## src/verilog/twc_pkg.sv

```systemverilog
// package for the two-wire controller: register map, control fields, status codes, state types
// assumes a 32-bit axi4-lite slave port with a 4-bit byte address
package twc_pkg;

  // register byte offsets
  localparam logic [3:0] OFS_CTRL = 4'h0;
  localparam logic [3:0] OFS_STAT = 4'h4;
  localparam logic [3:0] OFS_DATA = 4'h8;
  localparam logic [3:0] OFS_RATE = 4'hC;

  // control register field positions
  localparam int CB_FLAG = 7;
  localparam int CB_ACK = 6;
  localparam int CB_START = 5;
  localparam int CB_STOP = 4;
  localparam int CB_EN = 2;
  localparam int CB_IE = 0;

  // status codes, upper five bits are the code, low bits hold the prescaler
  localparam logic [7:0] CODE_BUS_ERR = 8'h00;
  localparam logic [7:0] CODE_START = 8'h08;
  localparam logic [7:0] CODE_REP_START = 8'h10;
  localparam logic [7:0] CODE_SLAW_ACK = 8'h18;
  localparam logic [7:0] CODE_SLAW_NACK = 8'h20;
  localparam logic [7:0] CODE_DATA_ACK = 8'h28;
  localparam logic [7:0] CODE_DATA_NACK = 8'h30;
  localparam logic [7:0] CODE_SLAR_ACK = 8'h40;
  localparam logic [7:0] CODE_SLAR_NACK = 8'h48;
  localparam logic [7:0] CODE_NONE = 8'hF8;

  // axi responses
  localparam logic [1:0] RESP_OKAY = 2'h0;
  localparam logic [1:0] RESP_SLVERR = 2'h2;

  // one less than the shortest quarter of a serial clock period in clk_sys cycles, added to the rate register
  localparam logic [8:0] QUARTER_MIN = 9'h004;
  localparam logic [3:0] LAST_BIT = 4'h8;

  typedef enum logic [2:0] {
    ST_IDLE = 3'b000,
    ST_START = 3'b001,
    ST_BYTE = 3'b011,
    ST_HOLD = 3'b010,
    ST_STOP = 3'b110
  } twc_state_type;

  typedef struct packed {
    logic scl;
    logic sda;
  } twc_line_in_type;

  typedef struct packed {
    logic scl_o;
    logic scl_oe;
    logic sda_o;
    logic sda_oe;
  } twc_line_out_type;

  typedef struct packed {
    logic awready;
    logic wready;
    logic bvalid;
    logic [1:0] bresp;
    logic arready;
    logic rvalid;
    logic [31:0] rdata;
    logic [1:0] rresp;
    logic aw_got;
    logic [3:0] aw_addr;
    logic w_got;
    logic [7:0] w_data;
    logic w_lane;
    logic flag;
    logic ack_en;
    logic start;
    logic stop;
    logic en;
    logic irq_en;
    logic [7:0] data;
    logic [7:0] rate;
    logic [1:0] presc;
    logic [4:0] code_pend;
    logic [4:0] code;
    twc_state_type st;
    logic rep;
    logic [1:0] q;
    logic [8:0] qcnt;
    logic [3:0] bitn;
    logic [7:0] shift;
    logic addr_phase;
    logic addr_rd;
    logic acked;
    logic sda_prev;
    logic irq;
    logic scl_oe;
    logic sda_oe;
  } twc_regs_type;

endpackage

```

## src/verilog/twc_ctrl.sv

```systemverilog
// two-wire controller, master transmitter with software handshake over axi4-lite
// assumes open-drain scl/sda with pull-ups outside; cpu_gie comes from the clk_sys domain
`timescale 1ns/1ps
module twc_ctrl
  import twc_pkg::*;
(
  // clock, reset, freeze
  input wire logic clk_sys,
  input wire logic nrst,
  input wire logic ce,
  // axi4-lite write address and data
  input wire logic awvalid,
  output logic awready,
  input wire logic [3:0] awaddr,
  input wire logic wvalid,
  output logic wready,
  input wire logic [31:0] wdata,
  input wire logic [3:0] wstrb,
  // axi4-lite write response
  output logic bvalid,
  input wire logic bready,
  output logic [1:0] bresp,
  // axi4-lite read
  input wire logic arvalid,
  output logic arready,
  input wire logic [3:0] araddr,
  output logic rvalid,
  input wire logic rready,
  output logic [31:0] rdata,
  output logic [1:0] rresp,
  // cpu side
  input wire logic cpu_gie,
  output logic irq,
  // bus lines
  input twc_line_in_type line_in,
  output twc_line_out_type line_out
);

  twc_regs_type r_reg;
  twc_regs_type r_next;
  logic scl_s;
  logic sda_s;

  twc_sync2 u_sync_scl (
    .clk_sys(clk_sys),
    .nrst(nrst),
    .ce(ce),
    .d(line_in.scl),
    .q(scl_s)
  );

  twc_sync2 u_sync_sda (
    .clk_sys(clk_sys),
    .nrst(nrst),
    .ce(ce),
    .d(line_in.sda),
    .q(sda_s)
  );

  always_comb begin
    logic wr;
    logic launch;
    logic set_ev;
    logic [8:0] reload;
    r_next = r_reg;
    wr = r_reg.aw_got & r_reg.w_got;
    launch = 1'b0;
    set_ev = 1'b0;
    reload = {1'b0, r_reg.rate} + QUARTER_MIN;

    // write channel capture, either order
    if (awvalid && r_reg.awready) begin
      r_next.aw_got = 1'b1;
      r_next.aw_addr = awaddr;
    end
    if (wvalid && r_reg.wready) begin
      r_next.w_got = 1'b1;
      r_next.w_data = wdata[7:0];
      r_next.w_lane = wstrb[0];
    end
    if (r_reg.bvalid && bready) begin
      r_next.bvalid = 1'b0;
    end

    if (wr) begin
      r_next.aw_got = 1'b0;
      r_next.w_got = 1'b0;
      r_next.bvalid = 1'b1;
      r_next.bresp = RESP_OKAY;
      if (r_reg.aw_addr == OFS_CTRL) begin
        if (r_reg.w_lane) begin
          r_next.ack_en = r_reg.w_data[CB_ACK];
          r_next.start = r_reg.w_data[CB_START];
          r_next.stop = r_reg.w_data[CB_STOP];
          r_next.en = r_reg.w_data[CB_EN];
          r_next.irq_en = r_reg.w_data[CB_IE];
          if (r_reg.w_data[CB_FLAG]) begin
            r_next.flag = 1'b0;
            launch = r_reg.w_data[CB_EN];
          end
        end
      end else if (r_reg.aw_addr == OFS_DATA) begin
        if (r_reg.w_lane) begin
          r_next.data = r_reg.w_data;
        end
      end else if (r_reg.aw_addr == OFS_RATE) begin
        if (r_reg.w_lane) begin
          r_next.rate = r_reg.w_data;
        end
      end else if (r_reg.aw_addr == OFS_STAT) begin
        if (r_reg.w_lane) begin
          r_next.presc = r_reg.w_data[1:0];
        end
      end else begin
        r_next.bresp = RESP_SLVERR;
      end
    end

    // read channel
    if (r_reg.rvalid && rready) begin
      r_next.rvalid = 1'b0;
    end
    if (arvalid && r_reg.arready) begin
      r_next.rvalid = 1'b1;
      r_next.rresp = RESP_OKAY;
      r_next.rdata = 32'h0000_0000;
      if (araddr == OFS_CTRL) begin
        r_next.rdata[CB_FLAG] = r_reg.flag;
        r_next.rdata[CB_ACK] = r_reg.ack_en;
        r_next.rdata[CB_START] = r_reg.start;
        r_next.rdata[CB_STOP] = r_reg.stop;
        r_next.rdata[CB_EN] = r_reg.en;
        r_next.rdata[CB_IE] = r_reg.irq_en;
      end else if (araddr == OFS_STAT) begin
        r_next.rdata[7:0] = {r_reg.code, 1'b0, r_reg.presc};
      end else if (araddr == OFS_DATA) begin
        r_next.rdata[7:0] = r_reg.data;
      end else if (araddr == OFS_RATE) begin
        r_next.rdata[7:0] = r_reg.rate;
      end else begin
        r_next.rresp = RESP_SLVERR;
      end
    end

    // bus engine
    if (!r_reg.en && !launch) begin
      r_next.st = ST_IDLE;
      r_next.scl_oe = 1'b0;
      r_next.sda_oe = 1'b0;
      r_next.q = 2'd0;
    end else begin
      unique case (r_reg.st)
        ST_IDLE, ST_HOLD: begin
          if (r_reg.st == ST_HOLD) begin
            r_next.scl_oe = 1'b1;
          end
          if (launch) begin
            r_next.q = 2'd0;
            r_next.qcnt = reload;
            if (r_reg.w_data[CB_START]) begin
              r_next.st = ST_START;
              r_next.rep = (r_reg.st == ST_HOLD);
              r_next.sda_oe = 1'b0;
            end else if (r_reg.st == ST_HOLD && r_reg.w_data[CB_STOP]) begin
              r_next.st = ST_STOP;
              r_next.sda_oe = 1'b1;
            end else if (r_reg.st == ST_HOLD) begin
              r_next.st = ST_BYTE;
              r_next.shift = r_reg.data;
              r_next.bitn = 4'd0;
              r_next.sda_oe = !r_reg.data[7];
              if (r_reg.addr_phase) begin
                r_next.addr_rd = r_reg.data[0];
              end
            end
          end
        end
        default: begin
          if (r_reg.st == ST_BYTE && (r_reg.q == 2'd1 || r_reg.q == 2'd2) && scl_s
              && sda_s != r_reg.sda_prev) begin
            // sda moved while scl high: stray start or stop
            set_ev = 1'b1;
            r_next.code_pend = CODE_BUS_ERR[7:3];
            // park with scl low; software recovers with a stop or a start
            r_next.st = ST_HOLD;
            r_next.addr_phase = 1'b0;
            r_next.scl_oe = 1'b1;
            r_next.sda_oe = 1'b0;
          end else if (r_reg.qcnt != 9'h000) begin
            r_next.qcnt = r_reg.qcnt - 9'h001;
          end else if (!(r_reg.q == 2'd1 && !scl_s)) begin
            // quarter ends; q1 waits while a slave stretches scl
            r_next.qcnt = reload;
            r_next.q = r_reg.q + 2'd1;
            unique case (r_reg.st)
              ST_START: begin
                unique case (r_reg.q)
                  2'd0: r_next.scl_oe = 1'b0;
                  2'd1: r_next.sda_oe = 1'b1;
                  2'd2: r_next.scl_oe = 1'b1;
                  2'd3: begin
                    set_ev = 1'b1;
                    r_next.code_pend = r_reg.rep ? CODE_REP_START[7:3] : CODE_START[7:3];
                    r_next.st = ST_HOLD;
                    r_next.addr_phase = 1'b1;
                  end
                endcase
              end
              ST_BYTE: begin
                unique case (r_reg.q)
                  2'd0: r_next.scl_oe = 1'b0;
                  2'd1: begin
                    if (r_reg.bitn == LAST_BIT) begin
                      r_next.acked = !sda_s;
                    end
                  end
                  2'd2: r_next.scl_oe = 1'b1;
                  2'd3: begin
                    if (r_reg.bitn == LAST_BIT) begin
                      set_ev = 1'b1;
                      r_next.st = ST_HOLD;
                      r_next.addr_phase = 1'b0;
                      if (r_reg.addr_phase && r_reg.addr_rd) begin
                        r_next.code_pend = r_reg.acked ? CODE_SLAR_ACK[7:3] : CODE_SLAR_NACK[7:3];
                      end else if (r_reg.addr_phase) begin
                        r_next.code_pend = r_reg.acked ? CODE_SLAW_ACK[7:3] : CODE_SLAW_NACK[7:3];
                      end else begin
                        r_next.code_pend = r_reg.acked ? CODE_DATA_ACK[7:3] : CODE_DATA_NACK[7:3];
                      end
                    end else begin
                      r_next.bitn = r_reg.bitn + 4'd1;
                      r_next.shift = {r_reg.shift[6:0], 1'b0};
                      // release sda for the acknowledge slot
                      r_next.sda_oe = (r_reg.bitn == 4'd7) ? 1'b0 : !r_reg.shift[6];
                    end
                  end
                endcase
              end
              ST_STOP: begin
                unique case (r_reg.q)
                  2'd0: r_next.scl_oe = 1'b0;
                  2'd1: r_next.sda_oe = 1'b0;
                  2'd2: r_next.sda_oe = 1'b0;
                  2'd3: r_next.st = ST_IDLE;
                endcase
              end
              default: r_next.st = ST_IDLE;
            endcase
          end
        end
      endcase
    end

    // event set wins over a clear in the same cycle
    if (set_ev) begin
      r_next.flag = 1'b1;
    end
    r_next.code = r_reg.flag ? r_reg.code_pend : CODE_NONE[7:3];
    r_next.irq = r_next.flag & r_next.irq_en & cpu_gie;
    r_next.sda_prev = sda_s;
    r_next.awready = !r_next.aw_got && !r_next.bvalid;
    r_next.wready = !r_next.w_got && !r_next.bvalid;
    r_next.arready = !r_next.rvalid;
  end

  always_ff @(posedge clk_sys or negedge nrst) begin
    if (!nrst) begin
      r_reg <= '0;
      r_reg.code <= CODE_NONE[7:3];
    end else if (ce) begin
      r_reg <= r_next;
    end
  end

  assign awready = r_reg.awready;
  assign wready = r_reg.wready;
  assign bvalid = r_reg.bvalid;
  assign bresp = r_reg.bresp;
  assign arready = r_reg.arready;
  assign rvalid = r_reg.rvalid;
  assign rdata = r_reg.rdata;
  assign rresp = r_reg.rresp;
  assign irq = r_reg.irq;
  assign line_out = '{scl_o: 1'b0, scl_oe: r_reg.scl_oe, sda_o: 1'b0, sda_oe: r_reg.sda_oe};

endmodule

```

## src/verilog/twc_sync2.sv

```systemverilog
// two-flop synchroniser for one line sampled from outside the clk_sys domain
// assumes clk_sys runs far faster than the bus lines toggle
`timescale 1ns/1ps
module twc_sync2 (
  // clock, reset, freeze
  input wire logic clk_sys,
  input wire logic nrst,
  input wire logic ce,
  // line in and synchronised level out
  input wire logic d,
  output logic q
);

  logic meta_reg;

  always_ff @(posedge clk_sys or negedge nrst) begin
    if (!nrst) begin
      meta_reg <= 1'b1;
      q <= 1'b1;
    end else if (ce) begin
      meta_reg <= d;
      q <= meta_reg;
    end
  end

endmodule
```

## config.mk

```make
export PLATFORM = sky130hd
export DESIGN_NAME = twc_ctrl
export DESIGN_NICKNAME = d
export VERILOG_FILES = /design/src/verilog/twc_pkg.sv /design/src/verilog/twc_ctrl.sv /design/src/verilog/twc_sync2.sv
export SDC_FILE = /design/constraint.sdc
export NUM_CORES = 1
export LEC_CHECK = 0
export ABC_AREA = 1
export BUFFER_PORTS_ARGS = -buffer_cell sky130_fd_sc_hd__buf_2
export CAP_MARGIN = 20
export CORE_MARGIN = 5
export CORE_UTILIZATION = 51
export CTS_CLUSTER_DIAMETER = 60
export CTS_CLUSTER_SIZE = 8
export DETAILED_ROUTE_END_ITERATION = 8
export GPL_TIMING_DRIVEN = 0
export PLACE_DENSITY_LB_ADDON = 0.3
export SLEW_MARGIN = 20
export SYNTH_ARGS = -nofsm -noshare
export SYNTH_HDL_FRONTEND = slang
export SYNTH_SLANG_ARGS = --single-unit
```

## constraint.sdc

```tcl
create_clock -name clk_sys -period 1.9 [get_ports clk_sys]
set_input_delay 0.285 -clock clk_sys [delete_from_list [all_inputs] [get_ports clk_sys]]
set_output_delay 0.285 -clock clk_sys [all_outputs]
set_load 0.05 [all_outputs]
```

# [Yosys cells after proc, flatten, opt, wreduce, memory -nomap -nowiden]
# Index checks and enable logic that the tools add are counted.
[word_totals] reg_bits=103 latch_bits=0 ram_bits=0 mem_bits_ro=0 inputBits=55 output_inout_bits=46 elab_cells=276 n_memories=0
[classes] add_sub_neg=4 mul=0 div_mod_pow=0 n_lt_le_gt_ge=0 eq_ne=46 n_shift=0 muxes=117 n_bitwise=13 reduce_logical=55
[op_table] op="$mux W12" n=5
[op_table] op="$mux W8" n=7
[op_table] op="$mux W13" n=4
[op_table] op="$mux W24" n=2
[op_table] op="$mux W23" n=2
[op_table] op="$mux W3" n=15
[op_table] op="$mux W5" n=9
[op_table] op="$mux W2" n=20
[op_table] op="$mux W1" n=38
[op_table] op="$reduce_and A9 Y1" n=4
[op_table] op="$mux W35" n=1
[op_table] op="$mux W27" n=1
[op_table] op="$eq A4 B4 Y1 const B" n=5
[op_table] op="$mux W10" n=2
[op_table] op="$ne A5 B5 Y1 const B" n=4
[op_table] op="$reduce_and A5 Y1" n=4
[op_table] op="$mux W18" n=1
[op_table] op="$ne A3 B2 Y1 const B" n=5
[op_table] op="$ne A5 B4 Y1 const B" n=3
[op_table] op="$logic_and A1 B1 Y1" n=14
[op_table] op="$eq A4 B3 Y1 const B" n=3
[op_table] op="$mux W6" n=2
[op_table] op="$ne A2 B2 Y1 const B" n=6
[op_table] op="$reduce_and A12 Y1" n=1
[op_table] op="other kinds (39)" n=77

# [Longest topological paths before layout]
[logic_depth] word_depth=13 mapped_depth=13 mapped_depth_nobuf=13

# [Modules after synthesis]
# A second synthesis with hierarchy kept.
[unflattened] cells_unflattened=735 hier_area_um2=5805.6
[by_module_without_submodules] module="twc_ctrl" n_inst=1 cells_each=717 area_each_um2=5647.9 seq_area_each_um2=2408.6
[by_module_without_submodules] module="twc_sync2" n_inst=2 cells_each=9 area_each_um2=78.8 seq_area_each_um2=52.6

# [Worst setup path after synthesis]
# OpenSTA, ideal clock, no wires.
[synth_timing] path_kind="reg2reg" from="register r_reg[28] (netlist bit)" to="register r_reg[32] (netlist bit)" setup_ns=0.117 arrival_ns=1.726 t_required_ns=1.783 setup_slack_ns=0.057 stages_incl_launch_ff=14 path_buffers=0 period_less_slack_ns=1.843 path_cell_list="dfrtp_1 -> inv_1 -> ha_1 -> nand2_1 -> inv_1 -> nand3_1 -> nand2_1 -> nor2_1 -> nand2_1 -> nand2_1 -> nor2_1 -> nand2_1 -> nand2_1 -> nand2_1"
[synth_between] elab_chain_len=8 word_cells_on_any_way=18 classes_between="eq/ne (9); mux (3); reduce/logical (6)"
[synth_lines] element="start: declaration" line="twc_ctrl.sv:39" source="twc_regs_type r_reg;"
[synth_lines] element="start signal: assignment" line="twc_ctrl.sv:271" source="r_reg <= r_next;"
[synth_lines] element="parallel branches: the longest is 8 deep, another holds $reduce_and A9 Y1"
# Parallel ways; which one is timed is not known.
# A chain may end at the register's enable or synchronous reset.

# [Final worst setup path]
[layout_timing] from="register r_reg[29] (netlist bit)" to="register r_reg[6] (netlist bit)"
[layout_between] elab_chain_len=7 word_cells_on_any_way=16 classes_between="eq/ne (8); mux (1); reduce/logical (7)"
[layout_lines] element="$eq A2 B1 Y1 or $eq A2 B2 Y1 (tied branches)" line="twc_ctrl.sv:179, twc_ctrl.sv:191"
[layout_lines] element="$logic_or A1 B1 Y1" line="twc_ctrl.sv:179" source="if (r_reg.st == ST_BYTE && (r_reg.q == 2'd1 || r_reg.q == 2'd2) && scl_s"
[layout_lines] element="$logic_and A1 B1 Y1 (2 in series)" line="twc_ctrl.sv:179"
[layout_lines] element="$logic_and A1 B1 Y1" line="twc_ctrl.sv:180" source="&& sda_s != r_reg.sda_prev) begin"
[layout_lines] element="$ne A5 B2 Y1 (no line) (tied with other cells)"
[layout_lines] element="$reduce_and A9 Y1 (no line)"
# Several ways; a longest one is shown, not always the timed one.

==> out/qor.yml <==
cp_max_fo: 5
rows: 39
r2r-end: "r_reg[6]"
clkPwrFrac_pct: 26.4
ys.warnings.count: 0
status: "finished clean"
crit_family: "simple AND/OR/NAND/NOR gates"
finalSetupTns_ps: 0
dp.final_hpwl_mm: 10.84
numClockSinks: 100
placed_cells: 966
drive_gt1_share_pct: 26.60
seq_power_share_pct: 42.4
rsz0062_at_grt: "yes"
cts_buffer_depth: 2
grt_pass1_wl_mm: 24.34
total_power_mw: 7.026
slew_violations: 0
grt_pass1_vias: 4990
nets: 935
drc: 0
io_pins: 101
antenna_found_initial: 0
reg2reg_slack_ps: 30
min_path_type: "in -> reg"
crit_start: "r_reg[29]"
r2r_start: "r_reg[29]"
vias_per_cell: 5.233
cp.depth: 12
min_period_over_period_pct: 98.25
fin_crit_ps: 1867
port_buffers: 44
yosysMostFrequentCell: "nand2_1"
max_stage_delay_ps: 390
vias: 5332
largest_register_ffs: 78
powerDensity_nw_per_um2: 977.4
hold_violations: 0
cts.htree.levels: 3
antenna_cells: 0
synth-edff-count: 0
p_leak_nw: 3.556
grt-ovfl-total: 0
clkLatencyLatePin_ps: 350
critPathLaunchType: "flop"
finalSetupViolCount: 0
grt_max_degree: 55
criticalPathCategory: "reg -> reg"
initial_core_util_pct: 51.50
die_h_um: 116.7
clkTransAtPathRegs_ps: 80
die_w_um: 116.7
synth-seq-cells: 100
setup.worst_path.end: "r_reg[6]"
synth_common_cells: "184 x nand2_1, 95 x inv_1, 91 x dfrtp_1"
cts_tree: "yes"
ctsRootBufferMaster: "clkbuf_16"
nFillCells: 975
power_frac_comb_pct: 31.2
swShare_pct: 39.71
drt_iter0_markers: 294
ir_drop_uv: 783.8
syn-cell-area_sq_um: 5806
multi_input_area_sq_um: 2867
worstPathBufferInverterCount: 3
syn_avg_cell_area_sq_um: 7.730
area_delta_synth_final_pct: 23.81
fmax_ghz: 0.5357
cts_buffers: 9
skew_ps: 11.37
synth_area_leaders: "dfrtp_1 39%, nand2_1 12%, inv_1 6.1%"
regArea_sq_um: 2516
worstRegToRegCells: 12
drv_cap: 0
p_switching_mw: 2.790
p_int_mw: 4.236
crit_chain: "inv_2 > ha_4 > nand2_1 > inv_2 > nand3_4 > nand2_4 > nor2_2 > nand2_2 > buf_4 > nand4_4 > nand2_1 > o21ai_0"
synthFlopType: "dfrtp_1"
wl_mm: 15.16
wl_per_cell_um: 14.88
yosys.area.top_type: "dfrtp_1"
max_slew.worst_pin.slew_ps: 664.4
slew_headroom_pct: 55.37
cp.required_ps: 2120
final_cells: 1019
ys_seq_area_share_pct: 43.30
fp.dieArea_sq_um: 13620
synth_cell_types: 43
synthCells: 751
cp-end-kind: "flop"
crit_slowest_cell: "dfrtp_1"
ys_async_sr_fraction_pct: 100.0
gp_congestion: 0.8942
ant_nets: 0
drt_first_pass_iters: 5
cp.arrival_ps: 2090
coreArea_sq_um: 11270
grt_usage_pct: 22.49
yosysTopAreaCellShare_pct: 39.22
[cell usage in the layout, fill, tap and decap left out, drive strengths merged, types with 12 or more instances in the layout]
cell type,synthesis,layout
a21oi,38,38
buf,45,125
clkbuf,10,19
conb,1,28
dfrtp,91,91
inv,101,104
nand2,194,194
nand3,46,46
nand4,11,12
nor2,68,68
nor3,13,13
o21ai,77,77
[kinds of logic after synthesis]
kind of cell | count (synthesis) | synth area share, %
buf+inv | 157 | 13.10
simple gates | 336 | 26.47
mux | 3 | 0.5819
fa+ha+maj | 9 | 1.940
xor+xnor | 8 | 1.207
compound gates | 137 | 13.34
flops | 100 | 43.30
other cells | 1 | 0.06459
[cell type report]
class	instances	area share, %
Multi-Input combinational cell	522	39.88
Sequential cell	100	35.00
Timing Repair Buffer	81	7.676
Buffer	55	5.396
Inverter	102	5.361
Clock buffer	9	3.133
Tap cell	143	2.489
Clock inverter	7	1.062
[routing by layer]
layer	track usage, %	vias up	share of wire, %
li1	-	2601	-
met1	30.71	2504	43
met5	0	-	0
met4	7.492	0	2.0
met2	36.63	204	49
met3	3.679	23	6.8
[power groups by stage]
stage	clock network, mW	logic, mW	registers (mW)
floorplan	0	1.45	3.02
global placement	0	2.00	2.98
detailed placement	0	2.06	3.00
CTS	1.87	2.10	2.96
global route	1.97	2.40	3.04
finish	1.86	2.19	2.98
[how the worst min path moves through the flow]
stage	depth (start not counted)	endpoint	slack, ps	start
6_report	3	u_sync_scl.meta_reg	130	line_in[1]
4_1_cts	3	u_sync_scl.meta_reg	120	line_in[1]
5_1_grt	3	u_sync_sda.meta_reg	140	line_in[0]
3_5_place_dp	1	r_reg[23]	250	nrst
3_3_place_gp	2	u_sync_scl.meta_reg	450	u_sync_scl.meta_reg
2_1_floorplan	0	arready	-10	nrst
[through the flow]
stage	cell area (sq um)	worst slack [ps]	hold slack (ps)	utilization (%)
after floorplan	5907	56.60	-10.59	-
after global placement	6306	-495.6	453.4	55.94
after detailed placement	6340	-287.8	253.4	56.24
after CTS	6740	-8.051	121.4	59.80
after global routing	7188	-56.76	137.8	63.77
final	7188	33.23	125.2	63.77
[repair_timing]
action | 4_1_cts | 5_1_grt
endpoints found under the hold margin | 37 | 0
cloned | 0 | 3
gates resized for setup | 14 | 55
endpoints found under the setup margin | 31 | 35
hold buffers | 1 | 0
pin swaps | 6 | 27
setup buffers | 5 | 28
[worst min-delay path: stages]
cell and delay, ps:
buf_2 90, nand2_1 50, nand2_1 50
No activity file was read; power rests on OpenSTA's default activity.
